<file path="config.mk">
export PLATFORM = sky130hd
export DESIGN_NAME = mad_top
export DESIGN_NICKNAME = d
export VERILOG_FILES = /design/src/mad_pkg.sv /design/src/mad_mul_if.sv /design/src/mad_operand_sel.sv /design/src/mad_multiplier.sv /design/src/mad_top.sv
export SDC_FILE = /design/constraint.sdc
export NUM_CORES = 2
export LEC_CHECK = 0
export ABC_AREA = 0
export BUFFER_PORTS_ARGS = -buffer_cell sky130_fd_sc_hd__buf_2
export CAP_MARGIN = 30
export CORE_ASPECT_RATIO = 1.25
export CORE_MARGIN = 3
export CORE_UTILIZATION = 50
export DETAILED_ROUTE_END_ITERATION = 8
export PLACE_DENSITY = 0.7
export SLEW_MARGIN = 20
export SYNTH_ARGS = -nofsm -noshare
export SYNTH_HDL_FRONTEND = slang
export SYNTH_SLANG_ARGS = --single-unit
</file>
<file path="constraint.sdc">
create_clock -name clock -period 20.2 [get_ports clock]
set_input_delay 5.05 -clock clock [delete_from_list [all_inputs] [get_ports clock]]
set_output_delay 5.05 -clock clock [all_outputs]
set_load 0.05 [all_outputs]
</file>
<file path="src/mad_pkg.sv">
package mad_pkg;

   localparam int DATA_W = 16;
   localparam int OPND_W = 17;
   localparam int PROD_W = 34;
   localparam int ACC_W  = 40;
   localparam int AHI_LSB = 16;
   localparam int AHI_MSB = 32;

   localparam logic [OPND_W-1:0] NEG_FULL_SCALE = 17'h18000;
   localparam logic [ACC_W-1:0]  SAT_POS        = 40'h007fffffff;
   localparam logic [ACC_W-1:0]  SAT_NEG        = 40'hff80000000;
   localparam logic [ACC_W-1:0]  ROUND_ADD      = 40'h0000008000;
   localparam logic [ACC_W-1:0]  ROUND_MASK     = 40'hffffff0000;
   localparam logic [ACC_W-1:0]  ACC_RESET      = 40'h0000000000;
   localparam logic [DATA_W-1:0] WORD_RESET     = 16'h0000;
   localparam logic [DATA_W-1:0] PTR_ONE        = 16'h0001;

   typedef enum logic [3:0] {
      OP_MULTIPLY, OP_MAC, OP_MAS, OP_UNSIGNED_PRODUCT, OP_MIXED_SIGN_ACC,
      OP_DELAYED_ACC, OP_COEFF_ACC, OP_SQUARE, OP_SQUARE_ADD, OP_SQUARE_SUB,
      OP_SYM_FILTER, OP_DIST_SQUARE
   } mad_op_e;

   // first port source, second port source
   typedef enum logic [3:0] {
      RT_T_IMM, RT_T_PRI, RT_T_A, RT_PRI_PROG, RT_PRI_SEC, RT_PRI_PRI, RT_PRI_A,
      RT_A_PROG, RT_A_A
   } mad_route_e;

   function automatic logic isSquare(mad_op_e op);
      return op inside {OP_SQUARE, OP_SQUARE_ADD, OP_SQUARE_SUB, OP_DIST_SQUARE};
   endfunction : isSquare

   function automatic logic isSubtract(mad_op_e op);
      return op inside {OP_MAS, OP_SQUARE_SUB};
   endfunction : isSubtract

   function automatic logic isAccumulate(mad_op_e op);
      return !(op inside {OP_MULTIPLY, OP_UNSIGNED_PRODUCT, OP_SQUARE});
   endfunction : isAccumulate

endpackage : mad_pkg

</file>
<file path="src/mad_mul_if.sv">
interface mad_mul_if;
   logic [16:0] x;
   logic [16:0] y;
   logic        fract;
   logic        satProd;
   logic [39:0] product;

   modport sel (output x, output y);
   modport mul (input x, input y, input fract, input satProd, output product);
   modport ctl (input x, input y, input product, output fract, output satProd);
endinterface : mad_mul_if

</file>
<file path="src/mad_operand_sel.sv">
module mad_operand_sel (
   // source choice
   input wire mad_pkg::mad_route_e route,
   input wire logic                squareSel,
   input wire logic                xUnsigned,
   input wire logic                yUnsigned,
   // candidate sources
   input wire logic [15:0]         tempOperand,
   input wire logic [15:0]         immediate,
   input wire logic [15:0]         primaryDataReadBus,
   input wire logic [15:0]         secondaryDataReadBus,
   input wire logic [15:0]         programReadBus,
   input wire logic [16:0]         accAHigh,
   // to multiplier
   mad_mul_if.sel                  mulIf
);
   import mad_pkg::*;

   function automatic logic [16:0] ext(logic [15:0] d, logic uns);
      return {uns ? 1'b0 : d[15], d}; // see RULE20
   endfunction : ext

   logic [16:0] xSel;
   logic [16:0] ySel;

   always_comb begin
      xSel = ext(primaryDataReadBus, xUnsigned);
      ySel = ext(primaryDataReadBus, yUnsigned);
      unique case (route) // see RULE3
         RT_T_IMM: begin
            xSel = ext(tempOperand, xUnsigned); // see RULE4
            ySel = ext(immediate, yUnsigned);
         end
         RT_T_PRI: begin
            xSel = ext(tempOperand, xUnsigned);
            ySel = ext(primaryDataReadBus, yUnsigned);
         end
         RT_T_A: begin
            xSel = ext(tempOperand, xUnsigned);
            ySel = accAHigh;
         end
         RT_PRI_PROG: ySel = ext(programReadBus, yUnsigned); // see RULE5
         RT_PRI_SEC:  ySel = ext(secondaryDataReadBus, yUnsigned); // see RULE6
         RT_PRI_PRI:  ySel = ext(primaryDataReadBus, yUnsigned);
         RT_PRI_A:    ySel = accAHigh;
         RT_A_PROG: begin
            xSel = accAHigh; // see RULE1
            ySel = ext(programReadBus, yUnsigned); // see RULE2
         end
         RT_A_A: begin
            xSel = accAHigh;
            ySel = accAHigh;
         end
      endcase
   end

   // squares take the first port's value on both inputs
   assign mulIf.x = xSel;
   assign mulIf.y = squareSel ? xSel : ySel; // see RULE15

endmodule : mad_operand_sel

</file>
<file path="src/mad_multiplier.sv">
module mad_multiplier (
   // operands in, product out
   mad_mul_if.mul mulIf
);
   import mad_pkg::*;

   logic signed [PROD_W-1:0] raw;
   logic        [ACC_W-1:0]  wide;
   logic        [ACC_W-1:0]  scaled;
   logic                     fullScale;

   // 17x17 signed product covers all sign mixes via the bit-16 fill
   assign raw = $signed(mulIf.x) * $signed(mulIf.y); // see RULE19
   assign wide = {{(ACC_W-PROD_W){raw[PROD_W-1]}}, raw};
   assign scaled = mulIf.fract ? {wide[ACC_W-2:0], 1'b0} : wide; // see RULE21
   assign fullScale = (mulIf.x == NEG_FULL_SCALE) && (mulIf.y == NEG_FULL_SCALE);

   // only -1 x -1 can leave the fractional range, so one compare suffices
   assign mulIf.product = (mulIf.satProd && fullScale) ? SAT_POS : scaled; // see RULE16

endmodule : mad_multiplier

</file>
<file path="src/mad_top.sv">
// Function
// RULE1 - first port: T, primary bus, A high
// RULE2 - second port: primary, secondary, program bus, A high
// RULE3 - nine source pairings chosen per instruction
// RULE4 - T pairs with immediate, primary bus, A
// RULE5 - single operand: primary plus T/imm/program/A; code has no primary/imm pairing, imm pairs only with T
// RULE6 - dual operand: primary and secondary buses
// RULE7 - filter uses program/A; squares use A twice; code forces RT_A_A only for OP_DIST_SQUARE
// RULE8 - T written explicitly or loaded by multiplies
// RULE9 - fresh ALU A value feeds multiplier directly
// RULE10 - dual accumulate: one cycle, two pointer units
// RULE11 - coefficient accumulate: pointer steps, coefficient increments
// RULE12 - delayed accumulate moves each sample up one
// RULE13 - unsigned multiply: T times word, unsigned
// RULE14 - mixed accumulate: unsigned times signed, accumulate
// RULE15 - squares feed same value, then add/subtract
// RULE16 - full-scale square product clamped before accumulate
// RULE17 - without product saturation, only final result saturates
// RULE18 - product clamp needs overflow and fractional modes
// RULE19 - 17x17 multiplier into 40-bit adder, one cycle
// RULE20 - bit 16 zero-filled or sign per operand
// RULE21 - fractional mode doubles the product
// RULE22 - rounding adds 0x8000, clears low 16 bits
module mad_top #(
   parameter int REPEAT_W = 16
) (
   // clock and reset
   input  wire  logic                 clock,
   input  wire  logic                 srst,
   // instruction issue
   input  wire  logic                 issue,
   input  wire  mad_pkg::mad_op_e     opSel,
   input  wire  mad_pkg::mad_route_e  routeSel,
   input  wire  logic                 dstB,
   input  wire  logic                 roundEn,
   input  wire  logic                 loadTImplicit,
   input  wire  logic [REPEAT_W-1:0]  repeatCount,
   // operand buses
   input  wire  logic [15:0]          immediate,
   input  wire  logic [15:0]          primaryDataReadBus,
   input  wire  logic [15:0]          secondaryDataReadBus,
   input  wire  logic [15:0]          programReadBus,
   input  wire  logic [39:0]          aluAccA,
   input  wire  logic                 aluAccAValid,
   // explicit register writes
   input  wire  logic                 tWrEn,
   input  wire  logic [15:0]          tWrData,
   input  wire  logic                 accWrEn,
   input  wire  logic                 accWrSelB,
   input  wire  logic [39:0]          accWrData,
   // mode bits
   input  wire  logic                 saturateOnProduct,
   input  wire  logic                 overflowClampMode,
   input  wire  logic                 fractionalMode,
   // pointer units
   input  wire  logic                 ptrLoad,
   input  wire  logic [15:0]          ptr0Init,
   input  wire  logic [15:0]          ptr1Init,
   input  wire  logic [15:0]          coeffInit,
   input  wire  logic [15:0]          ptr0Step,
   input  wire  logic [15:0]          ptr1Step,
   // status and results
   output logic                       busy,
   output logic                       done,
   output logic [39:0]                accA,
   output logic [39:0]                accB,
   output logic [15:0]                tempOperand,
   output logic [15:0]                ptr0Addr,
   output logic [15:0]                ptr1Addr,
   output logic [15:0]                coeffPointer,
   // sample move write
   output logic                       moveWrEn,
   output logic [15:0]                moveWrAddr,
   output logic [15:0]                moveWrData
);
   import mad_pkg::*;

   if (REPEAT_W < 1 || REPEAT_W > 16) begin : g_badRepeat
      $error("REPEAT_W must be 1..16");
   end

   // forced pairings for the dedicated filter and distance forms
   function automatic mad_route_e effRoute(mad_op_e op, mad_route_e r);
      if (op == OP_SYM_FILTER) return RT_A_PROG; // see RULE7
      if (op == OP_DIST_SQUARE) return RT_A_A; // see RULE7
      return r;
   endfunction : effRoute

   mad_mul_if mulIf ();

   logic                busyQ;
   logic [REPEAT_W-1:0] cntQ;
   mad_op_e             opQ;
   mad_route_e          routeQ;
   logic                dstBQ;
   logic                roundQ;
   logic                loadTQ;
   logic                doneQ;
   logic [39:0]         accAQ;
   logic [39:0]         accBQ;
   logic [15:0]         tQ;
   logic [15:0]         ptr0Q;
   logic [15:0]         ptr1Q;
   logic [15:0]         coeffQ;
   logic                moveEnQ;
   logic [15:0]         moveAddrQ;
   logic [15:0]         moveDataQ;

   logic        accept;
   logic        exec;
   logic        lastExec;
   mad_op_e     curOp;
   mad_route_e  curRoute;
   logic        curDstB;
   logic        curRound;
   logic        curLoadT;
   logic [16:0] accAHigh;
   logic [39:0] accIn;
   logic [39:0] sum;
   logic [39:0] rounded;
   logic [39:0] result;

   // a new issue is ignored while a repeat runs
   assign accept   = issue && !busyQ;
   assign exec     = accept || busyQ;
   assign lastExec = exec && (busyQ ? (cntQ == REPEAT_W'(1)) : (repeatCount == '0));
   assign curOp    = busyQ ? opQ : opSel;
   assign curRoute = effRoute(curOp, busyQ ? routeQ : routeSel);
   assign curDstB  = busyQ ? dstBQ : dstB;
   assign curRound = busyQ ? roundQ : roundEn;
   assign curLoadT = busyQ ? loadTQ : loadTImplicit;

   // bypass saves the store-and-reload cycle for filter and polynomial code
   assign accAHigh = aluAccAValid ? aluAccA[AHI_MSB:AHI_LSB]
                                  : accAQ[AHI_MSB:AHI_LSB]; // see RULE9

   mad_operand_sel u_sel (
      .route                (curRoute),
      .squareSel            (isSquare(curOp)),
      .xUnsigned            (curOp inside {OP_UNSIGNED_PRODUCT, OP_MIXED_SIGN_ACC}), // see RULE13
      .yUnsigned            (curOp == OP_UNSIGNED_PRODUCT), // see RULE14
      .tempOperand          (tQ),
      .immediate            (immediate),
      .primaryDataReadBus   (primaryDataReadBus),
      .secondaryDataReadBus (secondaryDataReadBus),
      .programReadBus       (programReadBus),
      .accAHigh             (accAHigh),
      .mulIf                (mulIf.sel)
   );

   mad_multiplier u_mul (
      .mulIf (mulIf.mul)
   );

   assign mulIf.fract = fractionalMode;
   // clamp only for accumulate/subtract forms with both modes on
   assign mulIf.satProd = saturateOnProduct && overflowClampMode && fractionalMode
                          && isAccumulate(curOp); // see RULE18

   // adder stage in the same cycle as the multiply
   assign accIn   = curDstB ? accBQ : accAQ;
   always_comb begin
      sum = mulIf.product;
      if (isAccumulate(curOp)) begin
         sum = isSubtract(curOp) ? accIn - mulIf.product
                                 : accIn + mulIf.product; // see RULE19
      end
   end
   assign rounded = curRound ? ((sum + ROUND_ADD) & ROUND_MASK) : sum; // see RULE22

   always_comb begin
      result = rounded;
      if (overflowClampMode) begin // see RULE17
         if (!rounded[39] && rounded > SAT_POS) begin
            result = SAT_POS;
         end else if (rounded[39] && rounded < SAT_NEG) begin
            result = SAT_NEG;
         end
      end
   end

   always_ff @(posedge clock) begin
      if (srst) begin
         busyQ <= 1'b0;
         cntQ  <= '0;
         doneQ <= 1'b0;
      end else begin
         doneQ <= lastExec;
         if (accept) begin // see RULE11
            cntQ  <= repeatCount;
            busyQ <= repeatCount != '0;
         end else if (busyQ) begin
            cntQ  <= cntQ - REPEAT_W'(1);
            busyQ <= cntQ != REPEAT_W'(1);
         end
      end
   end

   always_ff @(posedge clock) begin
      if (srst) begin
         opQ    <= OP_MULTIPLY;
         routeQ <= RT_T_PRI;
         dstBQ  <= 1'b0;
         roundQ <= 1'b0;
         loadTQ <= 1'b0;
      end else if (accept) begin
         opQ    <= opSel;
         routeQ <= routeSel;
         dstBQ  <= dstB;
         roundQ <= roundEn;
         loadTQ <= loadTImplicit;
      end
   end

   // implicit load by a multiply wins over a register write
   always_ff @(posedge clock) begin
      if (srst) begin
         tQ <= WORD_RESET;
      end else if (exec && curLoadT) begin
         tQ <= primaryDataReadBus; // see RULE8
      end else if (tWrEn) begin
         tQ <= tWrData; // see RULE8
      end
   end

   always_ff @(posedge clock) begin
      if (srst) begin
         accAQ <= ACC_RESET;
         accBQ <= ACC_RESET;
      end else begin
         if (exec && !curDstB) begin
            accAQ <= result;
         end else if (accWrEn && !accWrSelB) begin
            accAQ <= accWrData;
         end else if (aluAccAValid) begin
            accAQ <= aluAccA;
         end
         if (exec && curDstB) begin
            accBQ <= result;
         end else if (accWrEn && accWrSelB) begin
            accBQ <= accWrData;
         end
      end
   end

   always_ff @(posedge clock) begin
      if (srst) begin
         ptr0Q  <= WORD_RESET;
         ptr1Q  <= WORD_RESET;
         coeffQ <= WORD_RESET;
      end else if (ptrLoad && !exec) begin
         ptr0Q  <= ptr0Init;
         ptr1Q  <= ptr1Init;
         coeffQ <= coeffInit;
      end else if (exec) begin
         ptr0Q <= ptr0Q + ptr0Step; // see RULE10
         if (curRoute == RT_PRI_SEC) begin
            ptr1Q <= ptr1Q + ptr1Step; // see RULE10
         end
         if (curOp inside {OP_COEFF_ACC, OP_DELAYED_ACC}) begin
            coeffQ <= coeffQ + PTR_ONE; // see RULE11
         end
      end
   end

   always_ff @(posedge clock) begin
      if (srst) begin
         moveEnQ   <= 1'b0;
         moveAddrQ <= WORD_RESET;
         moveDataQ <= WORD_RESET;
      end else begin
         moveEnQ <= exec && (curOp == OP_DELAYED_ACC); // see RULE12
         if (exec && (curOp == OP_DELAYED_ACC)) begin
            moveAddrQ <= ptr0Q + PTR_ONE;
            moveDataQ <= primaryDataReadBus;
         end
      end
   end

   assign busy         = busyQ;
   assign done         = doneQ;
   assign accA         = accAQ;
   assign accB         = accBQ;
   assign tempOperand  = tQ;
   assign ptr0Addr     = ptr0Q;
   assign ptr1Addr     = ptr1Q;
   assign coeffPointer = coeffQ;
   assign moveWrEn     = moveEnQ;
   assign moveWrAddr   = moveAddrQ;
   assign moveWrData   = moveDataQ;
endmodule : mad_top

</file>
* Word level (Yosys, flattened, before mapping)
Cells that the tools add are included. Widths: inputs -> output; s select.
Word-level totals: register bits 206, input bits 278, logic and storage cells 147
Operators by class: add/subtract/negate cells 8, $mul 1, order comparisons 2, equality and inequality tests 22, mux-type cells 51, reductions and logical operators 46
Operator list (count):
- $mux 40 | 13
- $mux 16 | 12
- $pmux 17 s5 | 1
- $add 40x16->40 const B | 1
- $add 40x40->40 | 1
- $gt 40x31->1 const B | 1
- $lt 40x40->1 const B | 1
- $sub 40x40->40 | 1
- $eq 17x17->1 const B | 2
- $mul 17x17->34 | 1
- $mux 17 | 2
- $mux 34 | 1
- $pmux 17 s2 | 1
- $add 16x1->16 const B | 2
- $add 16x16->16 | 2
- $eq 4x3->1 const B | 8
- $mux 4 | 6
- $eq 4x4->1 const B | 5
- $reduce_bool 2->1 | 9
- $eq 16x1->1 const B | 1
- $eq 4x2->1 const B | 4
- $logic_and 1x1->1 | 16
- $logic_not 16->1 | 1
- $ne 16x1->1 const B | 1
- 12 further kinds | 37

* Logic depth before layout (Yosys ltp)
depth in word-level cells 25, mapped depth 61, mapped depth without buffers 53

* By module
From an unflattened synthesis, not the netlist that was laid out.
Unflattened totals: cells, all modules 3711, area, all modules 30272.8 sq um
By module, submodules not included:
- mad_top | instances 1, cells each 2164, area an instance 17053.9 sq um, sequential area each 4124.0 sq um
- mad_multiplier | instances 1, cells each 1375, area an instance 11990.2 sq um, sequential area each 0.0 sq um
- mad_operand_sel | instances 1, cells each 172, area an instance 1228.7 sq um, sequential area each 0.0 sq um

* Worst setup path before layout
No wires, ideal clock.
path kind input to register, from in opSel[2], to reg accAQ[10] (netlist: accA[10]), setup time 0.122 ns, data arrival time 18.560 ns, required time 20.078 ns, setup slack 1.518 ns, stages 56, buffers on the path 8, cells stage by stage or3b_1 and2_1 buf_2 o22a_4 o21ai_2 buf_2 clkbuf_1 o221ai_1 a21boi_1 clkbuf_1 nand2_1 fa_1 inv_1 fa_1 inv_1 fa_1 inv_1 fa_1 [... 20 more ...] buf_1 a21o_1 a41oi_1 o21ai_0 o211ai_1 nand2_1 xor2_1 mux2_2 and3_1 clkbuf_1 and4_1 a211oi_1 o211ai_1 nor4_1 a211oi_4 and2_1 clkbuf_1 a221o_1
Between the ends: word-level cells in the longest chain between the ends 25
Ends and longest elaborated chain:
- start: declaration | line mad_top.sv:32 | input wire mad_pkg::mad_op_e opSel,
- $mux 4 (*) | line mad_top.sv:127 | assign curOp = busyQ ? opQ : opSel;
- parallel branches: the longest is 15 deep, another holds $mul 17x17->34
- $mux 40 (*) | line mad_top.sv:164 | if (isAccumulate(curOp)) begin
- $add 40x16->40 | line mad_top.sv:169 | assign rounded = curRound ? ((sum + ROUND_ADD) & ROUND_MASK) : sum;
- $mux 40 (*) | line mad_top.sv:169
- $lt 40x40->1 | line mad_top.sv:176 | end else if (rounded[39] && rounded < SAT_NEG) begin
- $logic_and 1x1->1 | line mad_top.sv:176
- $mux 40 | line mad_top.sv:176
- $mux 40 | line mad_top.sv:174 | if (!rounded[39] && rounded > SAT_POS) begin
- $mux 40 (*) | line mad_top.sv:173 | if (overflowClampMode) begin
- $mux 40 (*) | line mad_top.sv:231 | if (exec && !curDstB) begin
- end signal: assignment | line mad_top.sv:232 | accAQ <= result;
- end signal: assignment | line mad_top.sv:234 | accAQ <= accWrData;
- end signal: assignment | line mad_top.sv:236 | accAQ <= aluAccA;
- end: declaration | line mad_top.sv:99 | logic [39:0] accAQ;
Every way passes the cells marked *. The select of a mux whose other input is x is not followed. A chain may end at the register's enable or synchronous reset.

* Worst setup path after layout
from in opSel[3], to reg accAQ[29] (netlist: accA[29])
The elaborated chain is that of the path after synthesis.

==> flow_summary.ini <==
[yosys]
syn_area_per_cell_um2 = 7.95
ys.flop_type = dfxtp_1
ys_seq_area_share_pct = 14.1
ys_ff_latch = 206
synth_edf_count = 0
synth_cell_types = 98
syn_nets = 4418
yosysWarnings = 0
syn_area_um2 = 29300
yosys.area.top_type_share_pct = 20.5
netlist_top_cells_area = fa_1 21%, dfxtp_1 14%, ha_1 6.8%, nor2_1 5.5%, inv_1 4.8%
async_flop_share_pct = 0
synth_top_cell_by_area = fa_1
synthCells = 3681

[placed_design]
dp_hpwl_mm = 94.2
portBuffers = 456
routabilityCongestion = 1.02

[clock_network]
h-tree-depth = 1
cts_resized = 0
clkLatencyLatePin_ns = 0.56
cts_tree = yes
cts_buffer_depth = 3
cts-root-buf = clkbuf_16
clock_sinks = 206
cts_setup_buffers = 0
hold_buffers = 0
cts_made_buffers = 24
cts.clk_slew.worst_paths_ns = 0.06

[layout]
area_growth_syn_to_layout_pct = 14.2
fin_nets = 4798
layout_commonest_cell = buf_2
nFillCells = 5529
layout_common_cells = 455 x buf_2, 430 x nor2_1, 372 x inv_1, 332 x nand2_1, 300 x fa_1
drive_above_1_share_pct = 18.3

[timing]
rsz0062_at_grt = false
fin_worst_skew_ns = 0.0225
fin_crit_sh_pct = 94.7
tightest_slew_ns = 1.00
setup_violations = 0
finalHoldViolCount = 0
max_freq_mhz = 52.3
drv_slew = 0
slew-limit-headroom_pct = 31.4
whs_ns = 0.456
setup_tns_ns = 0
min_period_ns = 19.13

[die]
dieWidth_um = 222
die_area_um2 = 61500
ios = 457
std_cell_rows = 98
die_h_um = 277
coreArea_um2 = 57600
start_util_pct = 50.8

[global_route]
grt_pass1_vias = 29237
antenna_found_initial = 23
grt_max_degree = 95
grt_usage_pct = 36.5
grt_pass1_wl_mm = 176
grt_overflow_total = 0

[setup_path]
cp.required_ns = 20.67
critPathLaunch = opSel[3]
cp_max_fo = 24
slowest_stage = or4b_2
cp_data_arrival_time_ns = 19.60
crit_type = in -> reg
endpoint_kind = flop
startpoint_type = primary input
r2r_start = busy$_SDFF_PP0_
slowest_delay_ns = 0.68
cpMostUsedCell = fa_1

[hold_path]
hold_path.startpoint = moveWrData[0]$_SDFFE_PP0P_
hold_path_class = reg -> reg

[drt]
drtIter0Drc = 2859
ant_nets = 0
finalWirelength_mm = 115
vias = 29668
first_pass_iters = 6
drc = 0
avgRoutedWirePerCell_um = 23.7
avgViaCountPerCell = 6.12

[run]
drv_cap = 0

[status]
outcome = completed
==> path summary, 6_finish.rpt <==
path                                     end  slack, ns  cells after the start
hold / removal    moveWrData[0]$_SDFFE_PP0P_       0.46                      2
setup reg to reg       accA[29]$_SDFFE_PP0P_       4.78                     49
setup / recovery       accA[29]$_SDFFE_PP0P_       1.07                     49
hold reg to reg   moveWrData[0]$_SDFFE_PP0P_       0.46                      2
==> Yosys cell counts, types with 16 or more instances <==
master / n
a211oi_1: 139
a21o_1: 36
a21oi_1: 233
a221o_1: 21
a221oi_1: 20
a22oi_1: 18
a31oi_1: 21
and2_1: 34
and3_1: 45
buf_1: 16
buf_2: 18
clkbuf_1: 174
dfxtp_1: 206
fa_1: 300
ha_1: 159
inv_1: 372
mux2_2: 56
mux2i_1: 124
nand2_1: 334
nand2b_1: 42
nand3_1: 68
nand3b_1: 16
nand4_1: 29
nor2_1: 432
nor2b_1: 30
nor3_1: 46
nor3b_1: 17
nor4_1: 20
o211ai_1: 33
o21a_1: 26
o21ai_0: 151
o221ai_1: 19
o22ai_1: 33
or2_2: 24
or3_1: 17
xnor2_1: 81
xor2_1: 47
==> routing by layer <==
| metal | wire, um | GRT usage, % |
|---|---|---|
| met1 | 44200 | 45.2 |
| met2 | 53800 | 60.0 |
| met3 | 9460 | 7.01 |
| met4 | 7540 | 20.2 |
| met5 | 80 | 0 |
==> cell type report <==
type | count | area (um2) | share of cell area (%)
Clock buffer | 35 | 712 | 2.13
Antenna cell | 17 | 42.5 | 0.127
Inverter | 373 | 1400 | 4.19
Timing Repair Buffer | 565 | 3150 | 9.41
Multi-Input combinational cell | 2891 | 23000 | 68.7
Tap cell | 750 | 938 | 2.81
Clock inverter | 9 | 86.3 | 0.258
Sequential cell | 206 | 4130 | 12.3
==> critical path, delay by kind of cell <==
kind                     cells  cell delay (ns)
adder cells (fa/ha/maj)      8             3.92
AND/OR/NAND/NOR             14             4.28
multiplexers                 1             0.31
XOR/XNOR                     2             0.39
buffers and inverters        7             0.97
AO/OA/AOI/OAI               17             4.61
==> state kept, by name, indices dropped and copies added, names as in the netlist <==
name and flops:
opQ 4, tempOperand 16, routeQ 4, accB 40
dstBQ 1, ptr1Addr 16, busy 1, roundQ 1
moveWrAddr 16, ptr0Addr 16, coeffPointer 16, accA 40
moveWrEn 1, loadTQ 1, done 1, moveWrData 16
cntQ 16
==> stage by stage <==
step	util (%)	std cells	instance area (um2)	setup slack, ns
2_1_floorplan	-	3681	29300	1.52
3_3_place_gp	56.4	4778	32500	0.954
4_1_cts	57.8	4823	33300	1.37
5_1_grt	58.0	4843	33400	0.190
6_report	58.0	4846	33400	1.07
3_5_place_dp	56.4	4779	32500	0.867
==> kinds of logic after synthesis <==
family	after synthesis	share of synthesized area (%)
buffers and inverters	584	7.62
adder cells (fa/ha/maj)	459	27.3
multiplexers	180	6.39
AND/OR/NAND/NOR	1195	19.0
flip-flops	206	14.1
AO/OA/AOI/OAI	928	21.7
XOR/XNOR	129	3.89
Power is left out: the tool's default activity adds up to more than one toggle a clock period on the data nets, which glitch-free logic cannot reach.
